### src/common/dafc_map.vh
// Constants for the DSP-side AC-link FIFO control block.
// Assumes inclusion by the core files only; holds definitions alone.
`ifndef DAFC_MAP_VH
`define DAFC_MAP_VH
// ----------------------------------------
// Control register field positions
// ----------------------------------------
`define DAFC_LINK_LO 0
`define DAFC_LINK_HI 1
`define DAFC_RSVD_BIT 2
`define DAFC_STEREO_BIT 3
`define DAFC_SLOT_LO 4
`define DAFC_SLOT_HI 7
`define DAFC_LVL_LO 8
`define DAFC_LVL_HI 10
`define DAFC_DMA_BIT 11
`define DAFC_FULL_BIT 13
`define DAFC_EMPTY_BIT 14
`define DAFC_ERR_BIT 15
// ----------------------------------------
// Codes and reset values
// ----------------------------------------
`define DAFC_LINK_OFF 2'h0
`define DAFC_LINK_AC 2'h2
`define DAFC_SLOT_MIN 4'h3
`define DAFC_SLOT_MAX 4'hC
`define DAFC_CTRL_RESET 16'h0000
`define DAFC_WMASK 16'h0FFB
`endif

### src/core/dafc_fifo.v
// Synchronous FIFO with valid/ready on both sides.
// Assumes one clock and a synchronous active-high reset.
module dafc_fifo #(
  parameter WIDTH = 16,
  parameter DEPTH = 8,
  parameter AW = 3
) (
  input wire clk,
  input wire srst,
  input wire flush,
  input wire in_valid,
  output wire in_ready,
  input wire [WIDTH-1:0] in_data,
  output reg out_valid,
  input wire out_ready,
  output reg [WIDTH-1:0] out_data,
  output wire [AW:0] count
);
  reg [WIDTH-1:0] mem [0:DEPTH-1];
  reg [AW-1:0] wptr;
  reg [AW-1:0] rptr;
  reg [AW:0] used;
  wire do_wr;
  wire do_rd;
  wire load;
  // ----------------------------------------
  // Handshake
  // ----------------------------------------
  // The output register is a one-word stage; count covers both storage and stage.
  // Room is judged on the total including the stage, so the FIFO never holds more than DEPTH words.
  assign in_ready = (count < DEPTH[AW:0]);
  assign load = (used != {(AW+1){1'b0}}) && (!out_valid || out_ready);
  assign do_wr = in_valid && in_ready;
  assign do_rd = load;
  assign count = used + {{AW{1'b0}}, out_valid};
  // ----------------------------------------
  // Storage and pointers
  // ----------------------------------------
  always @(posedge clk)
  begin
    if (do_wr)
      mem[wptr] <= in_data;
  end
  // Pointer and stage update; flush empties everything at once.
  always @(posedge clk)
  begin
    if (srst || flush)
    begin
      wptr <= {AW{1'b0}};
      rptr <= {AW{1'b0}};
      used <= {(AW+1){1'b0}};
      out_valid <= 1'b0;
      out_data <= {WIDTH{1'b0}};
    end
    else
    begin
      if (do_wr)
        wptr <= (wptr == DEPTH[AW-1:0] - 1'b1) ? {AW{1'b0}} : wptr + 1'b1;
      if (do_rd)
      begin
        rptr <= (rptr == DEPTH[AW-1:0] - 1'b1) ? {AW{1'b0}} : rptr + 1'b1;
        out_data <= mem[rptr];
        out_valid <= 1'b1;
      end
      else if (out_ready)
        out_valid <= 1'b0;
      used <= used + {{AW{1'b0}}, do_wr} - {{AW{1'b0}}, do_rd};
    end
  end
endmodule // dafc_fifo

### src/core/dafc_link_fifo.v
// Transmit and receive FIFO pair with control registers between DSP core and AC-link slot logic.
// Assumes slot logic in the same clock domain presenting one request or word per cycle.
`include "dafc_map.vh"
// Operation
// - Link field 00 disables FIFO, 10 attaches it to AC-link, others reserved.
// - Bit 3 picks mono (0) or stereo (1) in AC-link mode.
// - Slot field bits 7..4 codes 3..12 name slots directly; others reserved.
// - Stereo serves chosen slot and next; software avoids stereo with slot 12.
// - Stereo samples alternate left then right in the FIFO.
// - Transmit slot request while empty sets underflow at bit 15; data invalid.
// - Receive word while full is dropped and sets overflow at bit 15.
// - Error flags stick until software writes one; zero leaves them.
// - Transmit interrupt level while words remaining equals threshold bits 10..8.
// - Receive interrupt level once received words reach threshold plus one.
// - Bit 11 enables DMA requests; clear means no DMA request.
// - Transmit register shows full at bit 13, empty at bit 14.
// - Receive register shows full at bit 13, empty at bit 14.
// - Each FIFO holds eight sixteen-bit entries.
// - Each FIFO can raise DMA requests to move data.
module dafc_link_fifo #(
  parameter WIDTH = 16,
  parameter DEPTH = 8,
  parameter AW = 3
) (
  input wire clk,
  input wire srst,
  input wire tx_ctrl_wr,
  input wire rx_ctrl_wr,
  input wire [15:0] ctrl_wdata,
  output wire [15:0] tx_fifo_control,
  output wire [15:0] rx_fifo_control,
  input wire tx_data_valid,
  output wire tx_data_ready,
  input wire [WIDTH-1:0] tx_data,
  output wire rx_data_valid,
  input wire rx_data_ready,
  output wire [WIDTH-1:0] rx_data,
  input wire [3:0] slot_num,
  input wire tx_slot_req,
  output reg [WIDTH-1:0] tx_slot_data,
  output reg tx_slot_valid,
  input wire rx_slot_valid,
  input wire [WIDTH-1:0] rx_slot_data,
  output wire tx_irq,
  output wire rx_irq,
  output wire tx_dma_req,
  output wire rx_dma_req
);
  // ----------------------------------------
  // Helper functions
  // ----------------------------------------
  // True when this slot belongs to the FIFO under the given settings.
  function slot_hit;
    input [15:0] ctrl;
    input [3:0] slot;
    reg [3:0] base;
    begin
      base = ctrl[`DAFC_SLOT_HI:`DAFC_SLOT_LO];
      slot_hit = (ctrl[`DAFC_LINK_HI:`DAFC_LINK_LO] == `DAFC_LINK_AC) &&
        (base >= `DAFC_SLOT_MIN) && (base <= `DAFC_SLOT_MAX) &&
        ((slot == base) || (ctrl[`DAFC_STEREO_BIT] && (slot == base + 4'h1)));
    end
  endfunction
  // Merges a software write into the control register.
  function [15:0] merge_ctrl;
    input [15:0] old;
    input [15:0] wdat;
    begin
      merge_ctrl = (old & ~`DAFC_WMASK) | (wdat & `DAFC_WMASK);
      merge_ctrl[`DAFC_RSVD_BIT] = 1'b0;
    end
  endfunction
  // ----------------------------------------
  // Control registers
  // ----------------------------------------
  reg [15:0] tx_cfg;
  reg [15:0] rx_cfg;
  reg tx_underflow;
  reg rx_overflow;
  wire [AW:0] tx_count;
  wire [AW:0] rx_count;
  wire tx_hit;
  wire rx_hit;
  wire tx_out_valid;
  wire [WIDTH-1:0] tx_out_data;
  wire rx_in_ready;
  wire tx_under_evt;
  wire rx_over_evt;
  wire tx_full_flag;
  wire tx_empty_flag;
  wire rx_full_flag;
  wire rx_empty_flag;
  wire [2:0] tx_lvl;
  wire [2:0] rx_lvl;
  // Configuration bits; reserved bit forced low so a stray write cannot stick.
  always @(posedge clk)
  begin
    if (srst)
    begin
      tx_cfg <= `DAFC_CTRL_RESET;
      rx_cfg <= `DAFC_CTRL_RESET;
    end
    else
    begin
      if (tx_ctrl_wr)
        tx_cfg <= merge_ctrl(tx_cfg, ctrl_wdata);
      if (rx_ctrl_wr)
        rx_cfg <= merge_ctrl(rx_cfg, ctrl_wdata);
    end
  end
  // ----------------------------------------
  // Slot matching and error events
  // ----------------------------------------
  // Slots arrive in order, so a stereo pair lands left then right naturally.
  assign tx_hit = tx_slot_req && slot_hit(tx_cfg, slot_num);
  assign rx_hit = rx_slot_valid && slot_hit(rx_cfg, slot_num);
  assign tx_under_evt = tx_hit && !tx_out_valid;
  assign rx_over_evt = rx_hit && !rx_in_ready;
  // Sticky flags; a new event in the clearing cycle wins over the clear.
  always @(posedge clk)
  begin
    if (srst)
    begin
      tx_underflow <= 1'b0;
      rx_overflow <= 1'b0;
    end
    else
    begin
      tx_underflow <= tx_under_evt ||
        (tx_underflow && !(tx_ctrl_wr && ctrl_wdata[`DAFC_ERR_BIT]));
      rx_overflow <= rx_over_evt ||
        (rx_overflow && !(rx_ctrl_wr && ctrl_wdata[`DAFC_ERR_BIT]));
    end
  end
  // ----------------------------------------
  // Transmit slot data
  // ----------------------------------------
  // On underflow the slot still gets a word, marked invalid and zeroed.
  always @(posedge clk)
  begin
    if (srst)
    begin
      tx_slot_data <= {WIDTH{1'b0}};
      tx_slot_valid <= 1'b0;
    end
    else
    begin
      tx_slot_valid <= tx_hit && tx_out_valid;
      if (tx_hit)
        tx_slot_data <= tx_out_valid ? tx_out_data : {WIDTH{1'b0}};
    end
  end
  // ----------------------------------------
  // FIFOs
  // ----------------------------------------
  // Disabling a FIFO flushes it so stale samples never reach a new slot.
  dafc_fifo #(.WIDTH(WIDTH), .DEPTH(DEPTH), .AW(AW)) u_tx_fifo (
    .clk(clk),
    .srst(srst),
    .flush(tx_cfg[`DAFC_LINK_HI:`DAFC_LINK_LO] == `DAFC_LINK_OFF),
    .in_valid(tx_data_valid),
    .in_ready(tx_data_ready),
    .in_data(tx_data),
    .out_valid(tx_out_valid),
    .out_ready(tx_hit),
    .out_data(tx_out_data),
    .count(tx_count)
  );
  dafc_fifo #(.WIDTH(WIDTH), .DEPTH(DEPTH), .AW(AW)) u_rx_fifo (
    .clk(clk),
    .srst(srst),
    .flush(rx_cfg[`DAFC_LINK_HI:`DAFC_LINK_LO] == `DAFC_LINK_OFF),
    .in_valid(rx_hit),
    .in_ready(rx_in_ready),
    .in_data(rx_slot_data),
    .out_valid(rx_data_valid),
    .out_ready(rx_data_ready),
    .out_data(rx_data),
    .count(rx_count)
  );
  // ----------------------------------------
  // Status, interrupts and DMA requests
  // ----------------------------------------
  assign tx_full_flag = (tx_count == DEPTH[AW:0]);
  assign tx_empty_flag = (tx_count == {(AW+1){1'b0}});
  assign rx_full_flag = (rx_count == DEPTH[AW:0]);
  assign rx_empty_flag = (rx_count == {(AW+1){1'b0}});
  assign tx_lvl = tx_cfg[`DAFC_LVL_HI:`DAFC_LVL_LO];
  assign rx_lvl = rx_cfg[`DAFC_LVL_HI:`DAFC_LVL_LO];
  assign tx_irq = (tx_count == {1'b0, tx_lvl});
  assign rx_irq = (rx_count >= ({1'b0, rx_lvl} + 4'h1));
  // DMA asks for a word while there is room, or drains while data waits.
  assign tx_dma_req = tx_cfg[`DAFC_DMA_BIT] && !tx_full_flag;
  assign rx_dma_req = rx_cfg[`DAFC_DMA_BIT] && !rx_empty_flag;
  // Read views of both control registers.
  assign tx_fifo_control = {tx_underflow, tx_empty_flag, tx_full_flag, 1'b0,
    tx_cfg[`DAFC_DMA_BIT:`DAFC_LINK_LO]};
  assign rx_fifo_control = {rx_overflow, rx_empty_flag, rx_full_flag, 1'b0,
    rx_cfg[`DAFC_DMA_BIT:`DAFC_LINK_LO]};
endmodule // dafc_link_fifo

### config.mk
export PLATFORM = sky130hd
export DESIGN_NAME = dafc_link_fifo
export DESIGN_NICKNAME = d
export VERILOG_FILES = /design/src/core/dafc_fifo.v /design/src/core/dafc_link_fifo.v
export VERILOG_INCLUDE_DIRS = /design/src /design/src/common
export SDC_FILE = /design/constraint.sdc
export NUM_CORES = 1
export LEC_CHECK = 0
export BUFFER_PORTS_ARGS = -buffer_cell sky130_fd_sc_hd__buf_2
export CAP_MARGIN = 20
export CORE_UTILIZATION = 40
export CTS_BUF_LIST = sky130_fd_sc_hd__clkbuf_8
export CTS_CLUSTER_SIZE = 8
export DETAILED_ROUTE_END_ITERATION = 16
export HOLD_SLACK_MARGIN = 0.08
export PLACE_DENSITY = 0.69
export RECOVER_POWER = 100
export SLEW_MARGIN = 25
export SYNTH_ARGS = -nofsm -noshare
export SYNTH_HDL_FRONTEND = slang
export SYNTH_SLANG_ARGS = --single-unit
### constraint.sdc
create_clock -name clk -period 6.15 [get_ports clk]
set_input_delay 0.615 -clock clk [delete_from_list [all_inputs] [get_ports clk]]
set_output_delay 0.615 -clock clk [all_outputs]
set_load 0.03 [all_outputs]
# ---- Word-level counts from Yosys, hierarchy flattened
# Memories as Yosys holds them, arrays and structs flattened. A register that Yosys moved wholly into a read port is not among the register bits.
# Cells that the tools add are included.
dict set report classes {
  bitwise_logic 2
  muxes 13
  addsub 13
  n_eq_ne 13
  n_reduce_logical 46
  magnitude_cmp 7
}
# operator n
set ops {}
lappend ops {{bitwise OR 16 x 12 -> 16 bit} 2}
lappend ops {{logical AND 1 bit} 23}
lappend ops {{adder 4 x 1 -> 4 bit} 4}
lappend ops {{equality test 4 bit} 4}
lappend ops {{two-way mux 16 bit} 1}
lappend ops {{adder 3 x 1 -> 3 bit, second input constant} 4}
lappend ops {{equality test 3 bit, second input constant} 4}
lappend ops {{two-way mux 3 bit} 4}
lappend ops {{adder 4 x 1 -> 4 bit, second input constant} 2}
lappend ops {{equality test 4 bit, second input constant} 2}
lappend ops {{greater-or-equal comparator 4 x 2 -> 1 bit, second input constant} 2}
lappend ops {{<= comparator 4 bit, second input constant} 2}
lappend ops {{zero test 4 bit} 2}
lappend ops {{logical OR 1 bit} 8}
lappend ops {{less-than comparator 4 bit, second input constant} 2}
lappend ops {{two-way mux 1 bit} 8}
lappend ops {{nonzero test 4 bit} 2}
lappend ops {{subtractor 4 x 1 -> 4 bit} 2}
lappend ops {{zero test 1 bit} 7}
lappend ops {{adder 3 x 1 -> 4 bit, second input constant} 1}
lappend ops {{equality test 2 bit, second input constant} 2}
lappend ops {{equality test 4 x 3 -> 1 bit} 1}
lappend ops {{greater-or-equal comparator 4 bit} 1}
lappend ops {{zero test 2 bit} 2}
lappend ops {{nonzero test 2 bit} 2}
dict set report word_totals {
  word_cells 110
  n_memories 2
  mem_bits_rw 256
  output_inout_bits 71
  ff_bits 71
}
# memory words word_bits read_ports rd_clocked_by_memory_dff write_ports line
set mem_list {}
lappend mem_list {u_rx_fifo.mem 8 16 1 1 1 dafc_fifo.v:19} ;# reg [WIDTH-1:0] mem [0:DEPTH-1];
lappend mem_list {u_tx_fifo.mem 8 16 1 1 1 dafc_fifo.v:19}

# ---- Longest topological paths before layout
dict set report logic_depth {
  depth_word 9
  ltp_mapped 17
  mapped_depth_nobuf 14
}

# ---- By module
# Synthesis repeated with hierarchy kept, for this count alone.
dict set report hier_totals {
  hier_cells 954
  area_unflattened_um2 14232.4
}
# mod cells_each n_inst seq_area_each_um2 area_each_um2
set by_module_without_submodules {}
lappend by_module_without_submodules {dafc_fifo 359 2 4384.2 6062.1}
lappend by_module_without_submodules {dafc_link_fifo 236 1 820.8 2108.3}

# ---- Worst setup path after synthesis
# OpenSTA, ideal clock, no wires.
dict set report synth_path {
  path_kind {register to register}
  from {reg rx_cfg[4]}
  to {mem u_rx_fifo.mem[2][0], enable pin}
  required_ns 5.714
  setup_slack_ns 2.204
  arrival_time_ns 3.510
  stages_incl_launch_ff 8
  n_path_buf 0
  period_less_slack_ns 3.946
  cell_sequence {dfxtp_1 > inv_1 > ha_1 > xnor2_1 > and3_1 > and4b_1 > o21ai_0 > nor4b_1}
}
dict set report synth_via {
  elab_chain_cells 9
}
# item line
set synth_lines {}
lappend synth_lines {{start, declared} dafc_link_fifo.v:77} ;# reg [15:0] rx_cfg;
lappend synth_lines {{start signal, assigned} dafc_link_fifo.v:101} ;# rx_cfg <= `DAFC_CTRL_RESET;
lappend synth_lines {{start signal, assigned} dafc_link_fifo.v:108} ;# rx_cfg <= merge_ctrl(rx_cfg, ctrl_wdata);
lappend synth_lines {{adder 4 x 1 -> 4 bit} dafc_link_fifo.v:61} ;# ((slot == base) || (ctrl[`DAFC_STEREO_BIT] && (slot == base + 4'h1)));
lappend synth_lines {{equality test 4 bit} dafc_link_fifo.v:61}
lappend synth_lines {{logical AND 1 bit} dafc_link_fifo.v:61}
lappend synth_lines {{logical OR 1 bit} dafc_link_fifo.v:61}
lappend synth_lines {{logical AND 1 bit (*)} dafc_link_fifo.v:59} ;# slot_hit = (ctrl[`DAFC_LINK_HI:`DAFC_LINK_LO] == `DAFC_LINK_AC) &&
lappend synth_lines {{logical AND 1 bit (*)} dafc_link_fifo.v:116} ;# assign rx_hit = rx_slot_valid && slot_hit(rx_cfg, slot_num);
lappend synth_lines {{logical AND 1 bit (*)} dafc_fifo.v:33} ;# assign do_wr = in_valid && in_ready;
lappend synth_lines {{two-way mux 1 bit (*)} dafc_fifo.v:41} ;# if (do_wr)
lappend synth_lines {{two-way mux 1 bit (not written as such) (*)} dafc_fifo.v:42} ;# mem[wptr] <= in_data;
lappend synth_lines {{end, declared} dafc_fifo.v:19}
# Every way passes the cells marked *; elsewhere a longest branch is shown, timed or not.

# ---- Final worst setup path
dict set report layout_path {
  from {reg u_tx_fifo.out_valid}
  to {mem u_tx_fifo.mem[1][15], enable pin}
}
dict set report layout_via {
  elab_chain_cells 5
}
# item line
set layout_lines {}
lappend layout_lines {{start, declared} dafc_fifo.v:14} ;# output reg out_valid,
lappend layout_lines {{start signal, assigned} dafc_fifo.v:52} ;# out_valid <= 1'b0;
lappend layout_lines {{start signal, assigned} dafc_fifo.v:63} ;# out_valid <= 1'b1;
lappend layout_lines {{start signal, assigned} dafc_fifo.v:66} ;# out_valid <= 1'b0;
lappend layout_lines {{adder 4 x 1 -> 4 bit} dafc_fifo.v:35} ;# assign count = used + {{AW{1'b0}}, out_valid};
lappend layout_lines {{less-than comparator 4 bit} dafc_fifo.v:31} ;# assign in_ready = (count < DEPTH[AW:0]);
lappend layout_lines {{logical AND 1 bit} dafc_fifo.v:33}
lappend layout_lines {{named net u_tx_fifo.do_wr} dafc_fifo.v:23} ;# wire do_wr;
lappend layout_lines {{two-way mux 1 bit} dafc_fifo.v:41}
lappend layout_lines {{two-way mux 1 bit (not written as such)} dafc_fifo.v:42}
lappend layout_lines {{end, declared} dafc_fifo.v:19}
# The timed path passes the listed nets, and every way through them passes these cells.

==> metrics.md <==
| Metric | Value |
|---|---|
| Final hold violation count | `0` |
| TritonCTS clock tree | `yes` |
| Setup Skew | `0.0266 ns` |
| Outcome | `finished, violations left` |
| First-pass DRT Iterations | `5` |
| Largest area contributor in the netlist | `edfxtp_1` |
| Worst-path cell chain | `ha_1, nand2_1, xnor2_1, inv_1, nand2_1, inv_1, nand2_1, nor3_1` |
| Post-route setup TNS | `0 ns` |
| Reg power frac | `50.4%` |
| Post-route cell area | `0.0162 mm²` |
| Routed wire length | `29500 µm` |
| Postcts setup bufs | `0` |
| Logic pwr share | `15.3%` |
| First-pass GRT wire length | `45400 µm` |
| Largest net degree at the start of global routing | `46` |
| Syn_area_per_cell | `15.7 µm²` |
| Row count | `68` |
| RSZ-0062 raised after global routing | `false` |
| WS Path Type | `reg -> reg` |
| Filler instances | `3044` |
| WP buf/inv | `2` |
| Avg Vias per Cell | `5.21` |
| Most frequent CP cell | `nand2_1` |
| # setup viols final | `0` |
| CTS Hold Bufs | `0` |
| Latest clock arrival within the worst-skew pair | `0.63 ns` |
| Initial core utilization | `41.0%` |
| P_sw | `1.42 mW` |
| Worst path required time | `6.33 ns` |
| # Max-Cap Violations | `7` |
| Int Power | `3.87 mW` |
| Wire per inst | `19.0 µm` |
| FF-to-FF End | `u_tx_fifo.mem[1][15]` |
| Peak VDD IR | `0.000180 V` |
| H-tree depth | `2` |
| Count leader, synth | `edfxtp_1` |
| Initial antenna violation count | `1` |
| CP Capture Type | `flip-flop` |
| Clk sinks | `351` |
| Post-synth top cells | `edfxtp_1 (256), dfxtp_1 (95), mux4_2 (64), nor2_1 (61), mux2i_1 (56)` |
| Worst-Margin Slew | `2.77 ns` |
| Cell family with the largest share of critical-path delay | `simple AND/OR/NAND/NOR gates` |
| Clock Tree Buf Depth | `3` |
| Critical R2R Launch | `u_tx_fifo.out_valid` |
| Post-DRT Antenna Nets | `0` |
| Failing checks | `max-capacitance violations, max-slew violations` |
| Die Area | `0.0365 mm²` |
| Placeable Area | `0.0348 mm²` |
| Final nets | `1149` |
| Switching portion of total power | `26.8%` |
| Die Y | `191 µm` |
| Seq cells post-synth | `351` |
| Worst Hold Endpoint | `rx_cfg[11]` |
| Primary FF master, synth | `edfxtp_1` |
| Cell Pwr Density | `326 mW/mm²` |
| CTS Root Cell | `clkbuf_8` |
| Final slew viol count | `154` |
| Seq/Total Area, Yosys | `67.2%` |
| Largest cells by area after synthesis | `edfxtp_1 (54%), dfxtp_1 (13%), mux4_2 (10%)` |
| Diodes inserted | `0` |
| Proportion of netlist area held by the largest area contributor | `53.8%` |
| Clock transition at the registers of the reported paths | `0.06 ns` |
| Synth-to-Final Area Change | `13.8%` |
| Clock power frac | `34.4%` |
| Routability cong. | `0.806` |
| Die Wd | `191 µm` |
| Flop-to-flop setup slack | `1.66 ns` |
| EDFF count, synth | `256` |
| Vias in the first global route | `8087` |
| Async set-reset flop share out of synthesis | `0%` |
| Cell Area, Placed | `0.0155 mm²` |
| Post-DP HPWL | `17800 µm` |
| Type of the worst min-delay path | `in -> reg` |
| R2r worst-path depth | `8` |
| Gr usage total | `16.4%` |
| Vias | `8080` |
| Mapped Cells | `910` |
| Min cycle time layout | `4.49 ns` |
| Startpoint Class | `flip-flop` |
| Crit path DAT | `4.67 ns` |
| Slowest stage delay, CP | `1.96 ns` |
| Share of layout cells above drive strength 1 | `15.7%` |
| Mapped Area | `0.0143 mm²` |
| DRC marker count from the first detailed-route iteration | `510` |
| Port-buffer cells | `122` |
| Hold_sp | `ctrl_wdata[11]` |
| Netlist cell types | `48` |
| Worst-path fanout max | `24` |
| Fmax achieved | `223 MHz` |
| Grt ovf | `0` |
| WHS Path Cells | `3` |
| Crit path max-delay cell type | `nor3_1` |
| Gates resized, CTS repair | `0` |
| # DRC | `0` |
| CTS Buf Count | `56` |
| Worst rel slew slack | `-85.8%` |
| LEAKAGE | `5.44 nW` |
| Design Power | `5.29 mW` |
| Io pins | `131` |
| Final worst-path cycle share | `73.0%` |
| Yosys Warn Count | `0` |
## stage by stage
step | setup WS, ns | hold WS [ns] | std cells | utilization, %
floorplan | 2.20 | 0.432 | 913 | -
global placement | 2.14 | 0.439 | 1450 | 44.4
detailed placement | 2.04 | 0.447 | 1450 | 44.4
CTS | 2.14 | 0.184 | 1551 | 47.4
global route | 1.19 | 0.216 | 1552 | 46.7
finish | 1.66 | 0.249 | 1552 | 46.7
## cells by family after synthesis
family          after synthesis  share of synthesized area, %
xor+xnor                     26                          1.69
fa+ha+maj                    35                          3.17
simple gates                185                          6.50
buf+inv                      92                          2.83
mux                         120                          14.0
other cells                   1                        0.0263
flops                       351                          67.2
compound gates              100                          4.58
## worst max path at each step
stage                             start              endpoint  cells past startpoint
global placement            slot_num[3]     u_tx_fifo.used[2]                     13
finish              u_tx_fifo.out_valid  u_tx_fifo.mem[1][15]                      8
CTS                           tx_cfg[4]     u_tx_fifo.used[2]                     13
detailed placement          slot_num[3]     u_tx_fifo.used[2]                     13
floorplan                     rx_cfg[4]   u_rx_fifo.mem[2][0]                      7
global route        u_tx_fifo.out_valid  u_tx_fifo.mem[1][15]                      8
## cell usage in the layout, fill, tap and decap left out, types with 3 or more instances in the layout
master / instances
or3_1: 5
a21oi_1: 28
nand3_1: 28
xor2_1: 16
o31ai_1: 4
nor3_1: 6
a31oi_1: 17
mux4_2: 64
clkinv_1: 10
nor2b_1: 4
xnor2_1: 9
o211ai_1: 20
nor2_1: 60
buf_4: 9
conb_1: 4
a211oi_1: 16
clkbuf_1: 116
nand2_1: 32
clkbuf_8: 62
dfxtp_2: 3
o31a_1: 3
o21ai_0: 4
dfxtp_1: 92
nand3b_1: 4
edfxtp_1: 256
buf_2: 21
nand2b_1: 5
nor3b_1: 18
nor4_1: 3
mux2i_1: 56
inv_1: 53
ha_1: 33
and3_1: 4
## area by class of cell
cell class	instances	area, µm²	share of cell area [%]
clock inverter	39	179	1.10
timing repair buffer	146	608	3.74
clock buffer	62	853	5.25
multi-input combinational	470	4330	26.7
tap	455	569	3.51
inverter	29	109	0.670
sequential	351	9590	59.1
## state kept, by name, indices dropped and copies added (netlist names), 4 cells and up
signal and count:
u_rx_fifo.mem 128, u_tx_fifo.mem 128, tx_slot_data 16, u_rx_fifo.out_data 16, u_tx_fifo.out_data 16, rx_cfg 11
tx_cfg 11, u_rx_fifo.used 4, u_tx_fifo.used 4
## routing by layer
metal | part of all wire [%] | track usage, %
met1 | 45 | 21.9
met2 | 48 | 26.3
met3 | 5.0 | 3.69
met4 | 2.1 | 5.97
met5 | 0 | 0
## worst reg2reg max path: cells and delay by family, from the launching register on
family                     cells  cell delay [ns]
xor gates and xnor gates       1             0.16
adders and majority gates      1             0.30
DFF                            1             0.87
and+or+nand+nor                4             2.37
buffers and inverters          2             0.35
## power groups by stage
stage	combinational [mW]	clock (mW)	sequential (mW)
floorplan	0.675	0	2.71
global placement	0.835	0	2.71
detailed placement	0.840	0	2.71
CTS	0.841	1.87	2.66
global route	0.886	1.97	2.67
finish	0.808	1.82	2.66
Power figures use the tool's default switching activity.
